### src/inc/hwcfg_pkg.sv
// Constants for the hardware configuration register bank.
// Assumes a byte-addressed register port with 32-bit data.
package hwcfg_pkg;
   localparam int unsigned AW = 12;
   localparam logic [11:0] OFF_HARDWARE_CONFIGURATION   = 12'h010;
   localparam logic [11:0] OFF_IRQ_STS  = 12'h100;
   localparam logic [11:0] OFF_IRQ_MASK = 12'h104;
   localparam logic [11:0] OFF_IMAGE    = 12'h108;
   localparam logic [11:0] OFF_STATUS   = 12'h10c;
   // Field positions in the configuration register
   localparam int unsigned B_FULL_SOFTWARE_RESET   = 0;
   localparam int unsigned B_LITE_SOFTWARE_RESET   = 1;
   localparam int unsigned B_ETC    = 3;
   localparam int unsigned B_MEF    = 4;
   localparam int unsigned B_POL    = 5;
   localparam int unsigned B_SEL_LO = 6;
   localparam int unsigned B_SEL_HI = 7;
   localparam int unsigned B_PROT   = 12;
   localparam int unsigned B_DSRC   = 13;
   localparam int unsigned B_NDSTS  = 15;
   localparam int unsigned B_REF25  = 24;
   localparam int unsigned B_GEN125 = 25;
   // Image bits: [0] gen125 [1] ref25 [2] polarity [4:3] select
   localparam int unsigned I_GEN125 = 0;
   localparam int unsigned I_REF25  = 1;
   localparam int unsigned I_POL    = 2;
   localparam int unsigned I_SEL_LO = 3;
   localparam int unsigned I_SEL_HI = 4;
   localparam int unsigned IMG_W    = 5;
   // Interrupt status bits
   localparam int unsigned Q_TO   = 0;
   localparam int unsigned Q_LDN  = 1;
   localparam int unsigned Q_SDN  = 2;
   localparam int unsigned NIRQ   = 3;
   localparam logic [1:0] SEL_L2   = 2'h0;
   localparam logic [1:0] SEL_L1   = 2'h1;
   localparam logic [1:0] SEL_L0   = 2'h2;
   localparam logic [1:0] SEL_L3   = 2'h3;
   // Timing
   localparam int unsigned CLK_HZ      = 100_000_000;
   localparam int unsigned TO_LONG_MS  = 30;
   localparam int unsigned TO_SHORT_PS = 1_280_000;
   localparam int unsigned TO_LONG_CYC = TO_LONG_MS * (CLK_HZ / 1000);
   localparam int unsigned TO_SHORT_CYC = TO_SHORT_PS / 10_000;
   localparam int unsigned RST_CYC     = 16;
   localparam int unsigned PHY_HOLD_CYC = 32;
endpackage : hwcfg_pkg

### src/hwcfg_regs.sv
// Hardware configuration register, lower fields, with soft resets and
// EEPROM timeout timing. Assumes one 100 MHz clock and a strobe-based port.
// Summary of operation
// - Descriptor-source bit picks register defaults or descriptor RAM without EEPROM.
// - Descriptor-source bit ignored when EEPROM present or OTP configured.
// - Protect bit keeps marked fields through all resets except power-on.
// - Suspend select 00 L2, 01 adds L1 and detach, 10 adds L0, 11 L3.
// - Suspend select and polarity act regardless of source bit or EEPROM.
// - Polarity clear drives suspend pin low when asserted, set drives high.
// - Multi-frame bit allows packing several frames per USB transmit packet.
// - EEPROM timeout after 30 ms, or 1.28 us when timeout select set.
// - EEPROM timeout sets timeout flag in EEPROM command register.
// - Writing one starts lite reset; bit self-clears when sequence completes.
// - Lite reset keeps USB controller, PHY connection and EEPROM contents.
// - Writing one starts full reset with EEPROM reload; bit self-clears.
// - Full reset holds PHY disconnected, then releases it after re-initialisation.
// - Clock enables default from EEPROM, then OTP, else zero.
// - USB or lite reset restores loaded fields from last image or default.
// - Suspend select loads from EEPROM, OTP, else 00; reverts on resets.
// - Polarity loads from EEPROM, OTP, else 0; reverts on resets.
// - Net-detach status powers up set only if a detach event occurred.
`timescale 1ns/1ps
module hwcfg_regs
   import hwcfg_pkg::*;
#(
   parameter int unsigned TO_LONG = TO_LONG_CYC
)
(
   // Clock and reset
   input  wire logic              clk_i,
   input  wire logic              resetn_i,
   // Register port
   input  wire logic [AW-1:0]     addr_i,
   input  wire logic [31:0]       wdata_i,
   input  wire logic              wr_i,
   input  wire logic              rd_i,
   output logic      [31:0]       rdata_o,
   // Configuration sources
   input  wire logic              eeprom_present_i,
   input  wire logic              otp_config_i,
   input  wire logic [IMG_W-1:0]  eeprom_image_i,
   input  wire logic [IMG_W-1:0]  otp_image_i,
   input  wire logic              usb_reset_i,
   input  wire logic              net_detach_event_i,
   // Power state levels, same clock
   input  wire logic [3:0]        suspend_level_i,
   input  wire logic              net_detach_state_i,
   // EEPROM controller
   input  wire logic              eeprom_busy_i,
   input  wire logic              eeprom_resp_i,
   output logic                   eeprom_timeout_flag_o,
   // Device controls
   output logic                   suspend_pin_o,
   output logic                   use_descriptor_ram_o,
   output logic                   multi_frame_packing_enable_o,
   output logic                   gen_125mhz_enable_o,
   output logic                   ref_25mhz_out_enable_o,
   output logic                   lite_reset_o,
   output logic                   full_reset_o,
   output logic                   eeprom_reload_o,
   output logic                   phy_disconnect_o,
   output logic                   irq_o
);
   typedef enum logic [1:0] {S_IDLE, S_LITE, S_FULL, S_PHY} hwcfg_state_t;

   hwcfg_state_t   state_reg, state_next;
   logic [15:0]    seq_cnt_reg;
   logic [24:0]    to_cnt_reg;
   logic           por_done_reg;
   logic [IMG_W-1:0] image_reg;
   logic           dsrc_reg, prot_reg, mef_reg, etc_reg, pol_reg, gen_reg, ref_reg;
   logic [1:0]     sel_reg;
   logic           ndsts_reg;
   logic           lite_software_reset_bit_reg, full_software_reset_bit_reg;
   logic [NIRQ-1:0] sts_reg, mask_reg;
   logic           to_reg;

   wire wr_cfg   = wr_i && addr_i == OFF_HARDWARE_CONFIGURATION;
   wire wr_sts   = wr_i && addr_i == OFF_IRQ_STS;
   wire wr_mask  = wr_i && addr_i == OFF_IRQ_MASK;
   wire go_lite  = wr_cfg && wdata_i[B_LITE_SOFTWARE_RESET] && state_reg == S_IDLE;
   wire go_full  = wr_cfg && wdata_i[B_FULL_SOFTWARE_RESET] && state_reg == S_IDLE;
   wire seq_end  = seq_cnt_reg == 16'(RST_CYC - 1);
   wire phy_end  = seq_cnt_reg == 16'(PHY_HOLD_CYC - 1);
   wire lite_done = state_reg == S_LITE && seq_end;
   wire full_done = state_reg == S_PHY && phy_end;
   // Image selection: EEPROM first, then OTP, else zero
   wire [IMG_W-1:0] src_image = eeprom_present_i ? eeprom_image_i :
                                otp_config_i     ? otp_image_i : '0;
   wire load_image = state_reg == S_FULL && seq_end;
   // Restore from last image on USB or lite reset; protect keeps fields
   wire restore    = (usb_reset_i || lite_done) && !prot_reg;
   wire reload     = load_image && !prot_reg;
   // The power-on load must take the sources directly: image_reg is still empty then
   wire [IMG_W-1:0] new_img = (load_image || !por_done_reg) ? src_image : image_reg;
   wire to_limit_hit = to_cnt_reg == (etc_reg ? 25'(TO_SHORT_CYC - 1)
                                               : 25'(TO_LONG - 1));
   wire timeout_pulse = eeprom_busy_i && !eeprom_resp_i && to_limit_hit && !to_reg;
   // Suspend request by select field
   wire susp_req = suspend_level_i[2]
                 | ((sel_reg != SEL_L2) & (suspend_level_i[1] | net_detach_state_i))
                 | (((sel_reg == SEL_L0) | (sel_reg == SEL_L3)) & suspend_level_i[0])
                 | ((sel_reg == SEL_L3) & suspend_level_i[3]);
   // Descriptor RAM only when no EEPROM and no OTP
   wire use_ram = dsrc_reg && !eeprom_present_i && !otp_config_i;
   wire [NIRQ-1:0] ev = {full_done, lite_done, timeout_pulse};
   wire irq_pend = |(sts_reg & mask_reg);
   wire [31:0] cfg_rd = {6'h0, gen_reg, ref_reg, 8'h0, ndsts_reg, 1'b0, dsrc_reg,
                         prot_reg, 4'h0, sel_reg, pol_reg, mef_reg, etc_reg, 1'b0,
                         lite_software_reset_bit_reg, full_software_reset_bit_reg};
   wire [31:0] rd_mux = addr_i == OFF_HARDWARE_CONFIGURATION   ? cfg_rd :
                        addr_i == OFF_IRQ_STS  ? {29'h0, sts_reg} :
                        addr_i == OFF_IRQ_MASK ? {29'h0, mask_reg} :
                        addr_i == OFF_IMAGE    ? {27'h0, image_reg} :
                        addr_i == OFF_STATUS   ? {30'h0, state_reg} : 32'h0;

   always_comb
   begin
      state_next = state_reg;
      unique case (state_reg)
         S_IDLE: if (go_full) state_next = S_FULL; else if (go_lite) state_next = S_LITE;
         S_LITE: if (seq_end) state_next = S_IDLE;
         S_FULL: if (seq_end) state_next = S_PHY;
         S_PHY:  if (phy_end) state_next = S_IDLE;
      endcase
   end

   always_ff @(posedge clk_i or negedge resetn_i)
   begin
      if (!resetn_i)
      begin
         state_reg   <= S_IDLE;
         seq_cnt_reg <= 16'h0;
      end
      else
      begin
         state_reg   <= state_next;
         seq_cnt_reg <= (state_next != state_reg || state_reg == S_IDLE) ? 16'h0
                                                                         : seq_cnt_reg + 16'h1;
      end
   end

   // Image is captured from sources once after power-on, then on full reset
   always_ff @(posedge clk_i or negedge resetn_i)
   begin
      if (!resetn_i)
      begin
         por_done_reg <= 1'b0;
         image_reg    <= '0;
         ndsts_reg    <= 1'b0;
      end
      else
      begin
         por_done_reg <= 1'b1;
         if (!por_done_reg || load_image)
            image_reg <= src_image;
         if (!por_done_reg)
            ndsts_reg <= net_detach_event_i;
         else if (net_detach_event_i)
            ndsts_reg <= 1'b1;
         else if (wr_cfg && wdata_i[B_NDSTS])
            ndsts_reg <= 1'b0;
      end
   end

   // Image-loaded fields
   always_ff @(posedge clk_i or negedge resetn_i)
   begin
      if (!resetn_i)
      begin
         gen_reg <= 1'b0;
         ref_reg <= 1'b0;
         pol_reg <= 1'b0;
         sel_reg <= 2'h0;
      end
      else if (!por_done_reg || restore || reload)
      begin
         gen_reg <= new_img[I_GEN125];
         ref_reg <= new_img[I_REF25];
         pol_reg <= new_img[I_POL];
         sel_reg <= new_img[I_SEL_HI:I_SEL_LO];
      end
      else if (wr_cfg)
      begin
         gen_reg <= wdata_i[B_GEN125];
         ref_reg <= wdata_i[B_REF25];
         pol_reg <= wdata_i[B_POL];
         sel_reg <= wdata_i[B_SEL_HI:B_SEL_LO];
      end
   end

   // Plain fields; protected ones survive soft resets
   always_ff @(posedge clk_i or negedge resetn_i)
   begin
      if (!resetn_i)
      begin
         dsrc_reg <= 1'b0;
         prot_reg <= 1'b0;
         mef_reg  <= 1'b0;
         etc_reg  <= 1'b0;
      end
      else
      begin
         if (restore || reload)
         begin
            dsrc_reg <= 1'b0;
            prot_reg <= 1'b0;
         end
         else if (wr_cfg)
         begin
            dsrc_reg <= wdata_i[B_DSRC];
            prot_reg <= wdata_i[B_PROT];
         end
         if (usb_reset_i || lite_done || load_image)
         begin
            mef_reg <= 1'b0;
            etc_reg <= 1'b0;
         end
         else if (wr_cfg)
         begin
            mef_reg <= wdata_i[B_MEF];
            etc_reg <= wdata_i[B_ETC];
         end
      end
   end

   // Self-clearing reset bits; a written zero changes nothing
   always_ff @(posedge clk_i or negedge resetn_i)
   begin
      if (!resetn_i)
      begin
         lite_software_reset_bit_reg <= 1'b0;
         full_software_reset_bit_reg <= 1'b0;
      end
      else
      begin
         lite_software_reset_bit_reg <= go_lite && !go_full ? 1'b1 : (lite_done ? 1'b0 : lite_software_reset_bit_reg);
         full_software_reset_bit_reg <= go_full ? 1'b1 : (full_done ? 1'b0 : full_software_reset_bit_reg);
      end
   end

   // EEPROM response timer and flag; flag drops when eeprom_busy_i goes low
   always_ff @(posedge clk_i or negedge resetn_i)
   begin
      if (!resetn_i)
      begin
         to_cnt_reg <= 25'h0;
         to_reg     <= 1'b0;
      end
      else
      begin
         to_cnt_reg <= (!eeprom_busy_i || eeprom_resp_i || to_limit_hit) ? 25'h0
                                                                          : to_cnt_reg + 25'h1;
         if (timeout_pulse)
            to_reg <= 1'b1;
         else if (!eeprom_busy_i)
            to_reg <= 1'b0;
      end
   end

   // Interrupts: set wins over write-one-to-clear
   always_ff @(posedge clk_i or negedge resetn_i)
   begin
      if (!resetn_i)
      begin
         sts_reg  <= '0;
         mask_reg <= '0;
         irq_o    <= 1'b0;
      end
      else
      begin
         sts_reg  <= ev | (sts_reg & ~(wr_sts ? wdata_i[NIRQ-1:0] : '0));
         if (wr_mask)
            mask_reg <= wdata_i[NIRQ-1:0];
         irq_o    <= irq_pend;
      end
   end

   // Registered outputs
   always_ff @(posedge clk_i or negedge resetn_i)
   begin
      if (!resetn_i)
      begin
         rdata_o                      <= 32'h0;
         suspend_pin_o                <= 1'b1;
         use_descriptor_ram_o         <= 1'b0;
         multi_frame_packing_enable_o <= 1'b0;
         gen_125mhz_enable_o          <= 1'b0;
         ref_25mhz_out_enable_o       <= 1'b0;
         lite_reset_o                 <= 1'b0;
         full_reset_o                 <= 1'b0;
         eeprom_reload_o              <= 1'b0;
         phy_disconnect_o             <= 1'b0;
         eeprom_timeout_flag_o        <= 1'b0;
      end
      else
      begin
         rdata_o                      <= rd_i ? rd_mux : 32'h0;
         suspend_pin_o                <= susp_req ~^ pol_reg;
         use_descriptor_ram_o         <= use_ram;
         multi_frame_packing_enable_o <= mef_reg;
         gen_125mhz_enable_o          <= gen_reg;
         ref_25mhz_out_enable_o       <= ref_reg;
         lite_reset_o                 <= state_next == S_LITE;
         full_reset_o                 <= state_next == S_FULL;
         eeprom_reload_o              <= load_image;
         phy_disconnect_o             <= state_next == S_FULL || state_next == S_PHY;
         eeprom_timeout_flag_o        <= to_reg;
      end
   end
endmodule : hwcfg_regs

### config.mk
export PLATFORM = sky130hd
export DESIGN_NAME = hwcfg_regs
export DESIGN_NICKNAME = d
export VERILOG_FILES = /design/src/inc/hwcfg_pkg.sv /design/src/hwcfg_regs.sv
export SDC_FILE = /design/constraint.sdc
export NUM_CORES = 1
export LEC_CHECK = 0
export BUFFER_PORTS_ARGS = -buffer_cell sky130_fd_sc_hd__clkbuf_2
export CAP_MARGIN = 25
export CORE_UTILIZATION = 35
export DETAILED_ROUTE_END_ITERATION = 10
export PLACE_DENSITY_LB_ADDON = 0.3
export SLEW_MARGIN = 20
export SYNTH_ARGS = -nofsm -noshare
export SYNTH_HDL_FRONTEND = slang
export SYNTH_SLANG_ARGS = --single-unit
export TNS_END_PERCENT = 100
### constraint.sdc
create_clock -name clk_i -period 2.6 [get_ports clk_i]
set_clock_uncertainty 0.1 [all_clocks]
set_input_delay 0.52 -clock clk_i [delete_from_list [all_inputs] [get_ports clk_i]]
set_output_delay 0.52 -clock clk_i [all_outputs]
set_load 0.02 [all_outputs]
==> reports/results.tsv, run 1 <==
metric	value	unit
crit-path max FO	6	
clk_lat worst skew	0.34	ns
internal reg-to-reg setup slack	0.33	ns
GRT overflow	0	
final critical-path share of the clock period	0.873	
Setup Buffers After CTS	0	
setup TNS	0	ns
DPL Wire Length	7040	um
row cnt	40	
final worst setup slack	0.331	ns
via count of the first global-routing pass	3212	
FF-to-FF Start	seq_cnt_reg[5]$_DFF_PN0_	
f_max	441	MHz
total die area	13200	sq um
Yosys warning count	0	
Synth-to-Final Area Change	18.5	%
Req. time, crit path	2.72	ns
GRT Util Overall	0.156	
dpl ws	0.288	ns
Gate Count Post-Synth	430	
core region area	12200	sq um
cell taking the most area after synthesis	dfrtp_1	
number of gates resized after cts	0	
Post-CTS Hold Buffers	0	
final setup fails	0	
DIE HEIGHT	115	um
Nets	581	
R2R depth	6	
die width	115	um
first-pass GRT wire length	15700	um
largest cells by area after synthesis	dfrtp_1 (51%), nor2_1 (5.0%), xor2_1 (4.5%)	
critical path capture point type	flip-flop	
RSZ-0062 raised after global routing	no	
Wirelength per Cell	14.0	um
Final Hold Fails	0	
register area share after synthesis	0.516	
Yosys top cell area share	0.510	
Worst R2R End	sel_reg[0]$_DFFE_PN0P_	
GPL Wtd Cong	0.791	
dpl cells	667	
HP Class	primary input to asynchronous set/reset pin	
DRT antenna net count	0	
vias per cell	4.82	
CTS Buf Count	9	
Leak	0.00248	uW
final wirelength	9560	um
Worst Path Arrival	2.39	ns
CTS tree	yes	
PortBufs	73	
clock sink count	92	
initial cell density of the core	0.366	
initial antenna violation count	0	
Synth cell types	54	
First DRT Iteration DRCs	108	
Peak VDD IR	0.339	mV
Ports	112	
share of layout cells above drive strength 1	0.241	
status	finished clean	
synthesized flop and latch total	92	
fraction of registers with async set/reset	1.00	
Syn Std Cell Area	4470	sq um
CTS clk-pin slew, worst paths	0.06	ns
DRC violations left	0	
fin cells	683	
largest net degree at the start of global routing	49	
root buf cell	clkbuf_16	
DR pass1 iterations	4	
CP Class	flip-flop to flip-flop	
PwrDens	577	nW/um^2
EDFF count, synth	0	
Crit-path slowest cell	dfrtp_1	
relative slew slack	0.583	
post-layout min period	2.27	ns
Setup crit start kind	flip-flop	
Hold WS	0.0454	ns
Max-Cap Viols	0	
Top FF cell, synth	dfrtp_1	
Final Max Slew Viols	0	
antenna cells	0	
htree depth	3	
Post-Syn Area per Cell	10.4	sq um
number of flip-flops under the largest register name	25	
critical path, cell by cell	nor4_1 -> nand4_1 -> o21ai_1 -> buf_4 -> mux2_2 -> mux2_2	
worst slew pin tran	0.621	ns
crit-path most repeated cell	mux2_2	
Vias	3292	
Max clock buf depth	2	
CP peak stage delay	0.43	ns
==> cell type report <==
cell class / count / area [sq um]
Clock inverter: 6 / 71.3
Sequential cell: 92 / 2300
Clock buffer: 10 / 239
Fill cell: 1219 / 6920
Multi-Input combinational cell: 306 / 1940
Tap cell: 168 / 210
Inverter: 15 / 56.3
Timing Repair Buffer: 86 / 478
==> cells by family after synthesis <==
family          after synthesis  share of synthesized area
buf+inv                      50                     0.0658
other cells                   2                    0.00168
simple gates                185                      0.215
xor+xnor                     40                     0.0784
compound gates               37                     0.0597
fa+ha+maj                     2                    0.00560
flops                        92                      0.516
mux                          22                     0.0582
==> Yosys cell counts, types with 2 or more instances <==
master    number
inv_1         15
xor2_1        23
o21ai_1        2
o21ai_0        6
nor3_1         7
nor4_1        10
nand2b_1       4
a32oi_1        2
a21oi_1        5
xnor2_1       17
buf_6          3
or3_1          2
mux2i_1        8
nand4_1       17
buf_4         21
buf_2          4
nor4b_1        3
nand3b_1       2
mux2_2        12
a22oi_1        5
nor2_1        59
and4_1         2
a21o_1         2
a22o_1         2
ha_1           2
nand2_1       31
nor3b_1        2
nand4b_1       2
nand3_1       17
mux4_2         2
clkbuf_1       7
o21a_1         2
and4b_1        2
dfrtp_1       91
and3_1        14
or4_1          2
nor2b_1        5
conb_1         2
==> worst max path at each step <==
stage,from,endpoint
global placement,addr_i[1],sel_reg[1]$_DFFE_PN0P_
detailed placement,addr_i[0],sel_reg[0]$_DFFE_PN0P_
floorplan,seq_cnt_reg[0]$_DFF_PN0_,sel_reg[0]$_DFFE_PN0P_
global route,seq_cnt_reg[5]$_DFF_PN0_,sel_reg[1]$_DFFE_PN0P_
CTS,seq_cnt_reg[5]$_DFF_PN0_,sel_reg[0]$_DFFE_PN0P_
finish,seq_cnt_reg[5]$_DFF_PN0_,sel_reg[0]$_DFFE_PN0P_
==> power by group <==
| part | internal [uW] | switching, uW |
|---|---|---|
| clock | 780 | 564 |
| sequential | 1470 | 23.7 |
| combinational | 87.7 | 132 |
==> stage by stage <==
step                power [uW]  instance area (sq um)  utilization
finish                    3060                   5300        0.434
global placement          1740                   4990        0.408
floorplan                 1660                   4540            -
CTS                       3100                   5300        0.434
detailed placement        1740                   4990        0.408
global route              3180                   5300        0.434
==> cells in the final DEF (no fill, tap or decap), types with 6 or more instances in the layout <==
cell,instances
nand2_1,31
xor2_1,23
conb_1,20
xnor2_1,17
clkbuf_16,9
nor2_1,59
buf_4,13
clkbuf_2,72
and3_1,14
nor4_1,10
mux2i_1,8
nor3_1,7
inv_1,15
dfrtp_1,91
nand3_1,17
mux2_2,12
nand4_1,17
o21ai_0,6
==> critical path: cells and delay by family (launching register included) <==
family	cells	cell delay [ns]
mux	2	0.62
buf+inv	1	0.17
simple gates	2	0.66
flops	1	0.43
compound gates	1	0.18
==> layer usage <==
layer	wire (um)	global-route usage	vias to the layer above
met5	0	0	-
met3	382	0.0416	11
met2	4640	0.242	62
li1	-	-	1609
met4	146	0.0589	0
met1	4390	0.208	1610
(Power assumes the default switching activity.)
==> run 2, diff against run 1 <==
Settings changed: PLACE_DENSITY_LB_ADDON 0.3 to 0.2.
Clock period 2.6 ns to 2.95 ns, I/O delays scaled along.
==> reports/results.tsv, run 2 (synthesized netlist as in run 1, its figures left out) <==
metric	value	unit
final setup fails	0	
post-layout min period	2.45	ns
CTS Buf Count	9	
Max clock buf depth	2	
DIE HEIGHT	115	um
via count of the first global-routing pass	3117	
GRT Util Overall	0.156	
Peak VDD IR	0.379	mV
DRT antenna net count	0	
Ports	112	
CP Class	flip-flop to flip-flop	
vias per cell	4.75	
Worst Path Arrival	2.58	ns
Max-Cap Viols	0	
Sw Ratio	0.245	
clk_lat worst skew	0.35	ns
Leak	0.00244	uW
relative slew slack	0.550	
First DRT Iteration DRCs	164	
Final Hold Fails	0	
Cell Int Power	1950	uW
number of flip-flops under the largest register name	25	
f_max	408	MHz
Wirelength per Cell	14.0	um
GPL Wtd Cong	0.771	
share of layout cells above drive strength 1	0.230	
Clk pwr share	0.415	
htree depth	3	
status	finished clean	
Hold WS	0.0718	ns
die width	115	um
PortBufs	73	
crit-path max FO	5	
DR pass1 iterations	4	
Flop pwr share	0.511	
R2R depth	5	
total die area	13200	sq um
number of gates resized after cts	0	
FILL cells	1217	
core region area	12200	sq um
RSZ-0062 raised after global routing	no	
FF+latch area	2300	sq um
CP Launch Point	seq_cnt_reg[9]$_DFF_PN0_	
row cnt	40	
HP Class	primary input to asynchronous set/reset pin	
Post-CTS Hold Buffers	0	
Multi-input gate area	1940	sq um
first-pass GRT wire length	15600	um
clock sink count	92	
Synth-to-Final Area Change	16.6	%
initial antenna violation count	0	
antenna cells	0	
GRT overflow	0	
worst slew pin tran	0.670	ns
Nets	574	
CTS tree	yes	
Vias	3208	
CTS clk-pin slew, worst paths	0.06	ns
initial cell density of the core	0.366	
root buf cell	clkbuf_16	
setup TNS	0	ns
largest net degree at the start of global routing	63	
final critical-path share of the clock period	0.831	
Req. time, crit path	3.08	ns
final wirelength	9440	um
Setup Buffers After CTS	0	
DPL Wire Length	6950	um
Setup crit start kind	flip-flop	
DRC violations left	0	
Final Max Slew Viols	0	
sw power	630	uW
PwrDens	495	nW/um^2
critical path capture point type	flip-flop	
leading cell types in the layout, fill and taps excluded	dfrtp_1 (91), clkbuf_2 (72), nor2_1 (59)	
FF-to-FF Start	seq_cnt_reg[9]$_DFF_PN0_	
most common cell after layout, fill and taps aside	dfrtp_1	
Gate power share	0.074	
run 2: stage by stage:
stage | power (uW) | cell area [sq um] | std cells | util | setup WS (ns)
floorplan | 1460 | 4540 | 448 | - | 0.839
global placement | 1530 | 4930 | 660 | 0.404 | 0.341
detailed placement | 1540 | 4930 | 660 | 0.404 | 0.323
CTS | 2620 | 5210 | 676 | 0.427 | 0.492
global route | 2700 | 5210 | 676 | 0.427 | 0.290
finish | 2580 | 5210 | 676 | 0.427 | 0.498
run 2: layout make-up:
cell class | count | share of cell area
Clock buffer | 9 | 0.0432
Sequential cell | 92 | 0.442
Clock inverter | 7 | 0.00961
Multi-Input combinational cell | 306 | 0.372
Timing Repair Buffer | 79 | 0.0817
Inverter | 15 | 0.0108
Tap cell | 168 | 0.0404
run 2: worst paths after layout:
| kind | end | slack, ns |
|---|---|---|
| setup / recovery | sel_reg[1]$_DFFE_PN0P_ | 0.50 |
| setup reg to reg | sel_reg[1]$_DFFE_PN0P_ | 0.50 |
| min in group clk_i | eeprom_timeout_flag_o$_DFF_PN0_ | 0.31 |
| hold reg to reg | eeprom_timeout_flag_o$_DFF_PN0_ | 0.31 |
| max in group asynchronous | seq_cnt_reg[1]$_DFF_PN0_ | 2.02 |
| hold / removal | to_cnt_reg[13]$_DFF_PN0_ | 0.07 |
run 2: routing by layer:
metal | vias to the layer above | part of all wire | wire, um | global-route usage
li1 | 1593 | - | - | -
met4 | 0 | 0.0082 | 77 | 0.0450
met5 | - | 0 | 0 | 0
met2 | 52 | 0.45 | 4270 | 0.229
met3 | 7 | 0.043 | 408 | 0.0559
met1 | 1556 | 0.50 | 4690 | 0.215
run 2: power by group through the flow:
| stage | sequential, uW | clock, uW | combinational [uW] |
|---|---|---|---|
| 5_1_grt | 1320 | 1170 | 213 |
| 3_5_place_dp | 1340 | 0 | 194 |
| 4_1_cts | 1320 | 1110 | 195 |
| 6_report | 1320 | 1070 | 191 |
| 2_1_floorplan | 1350 | 0 | 113 |
| 3_3_place_gp | 1340 | 0 | 192 |
run 2: worst max-delay path, stage by stage, from the launching register on:
cell	delay (ns)
dfrtp_1	0.43
nor4_1	0.41
nand4_1	0.22
o21ai_1	0.50
mux2_2	0.41
mux2_2	0.27
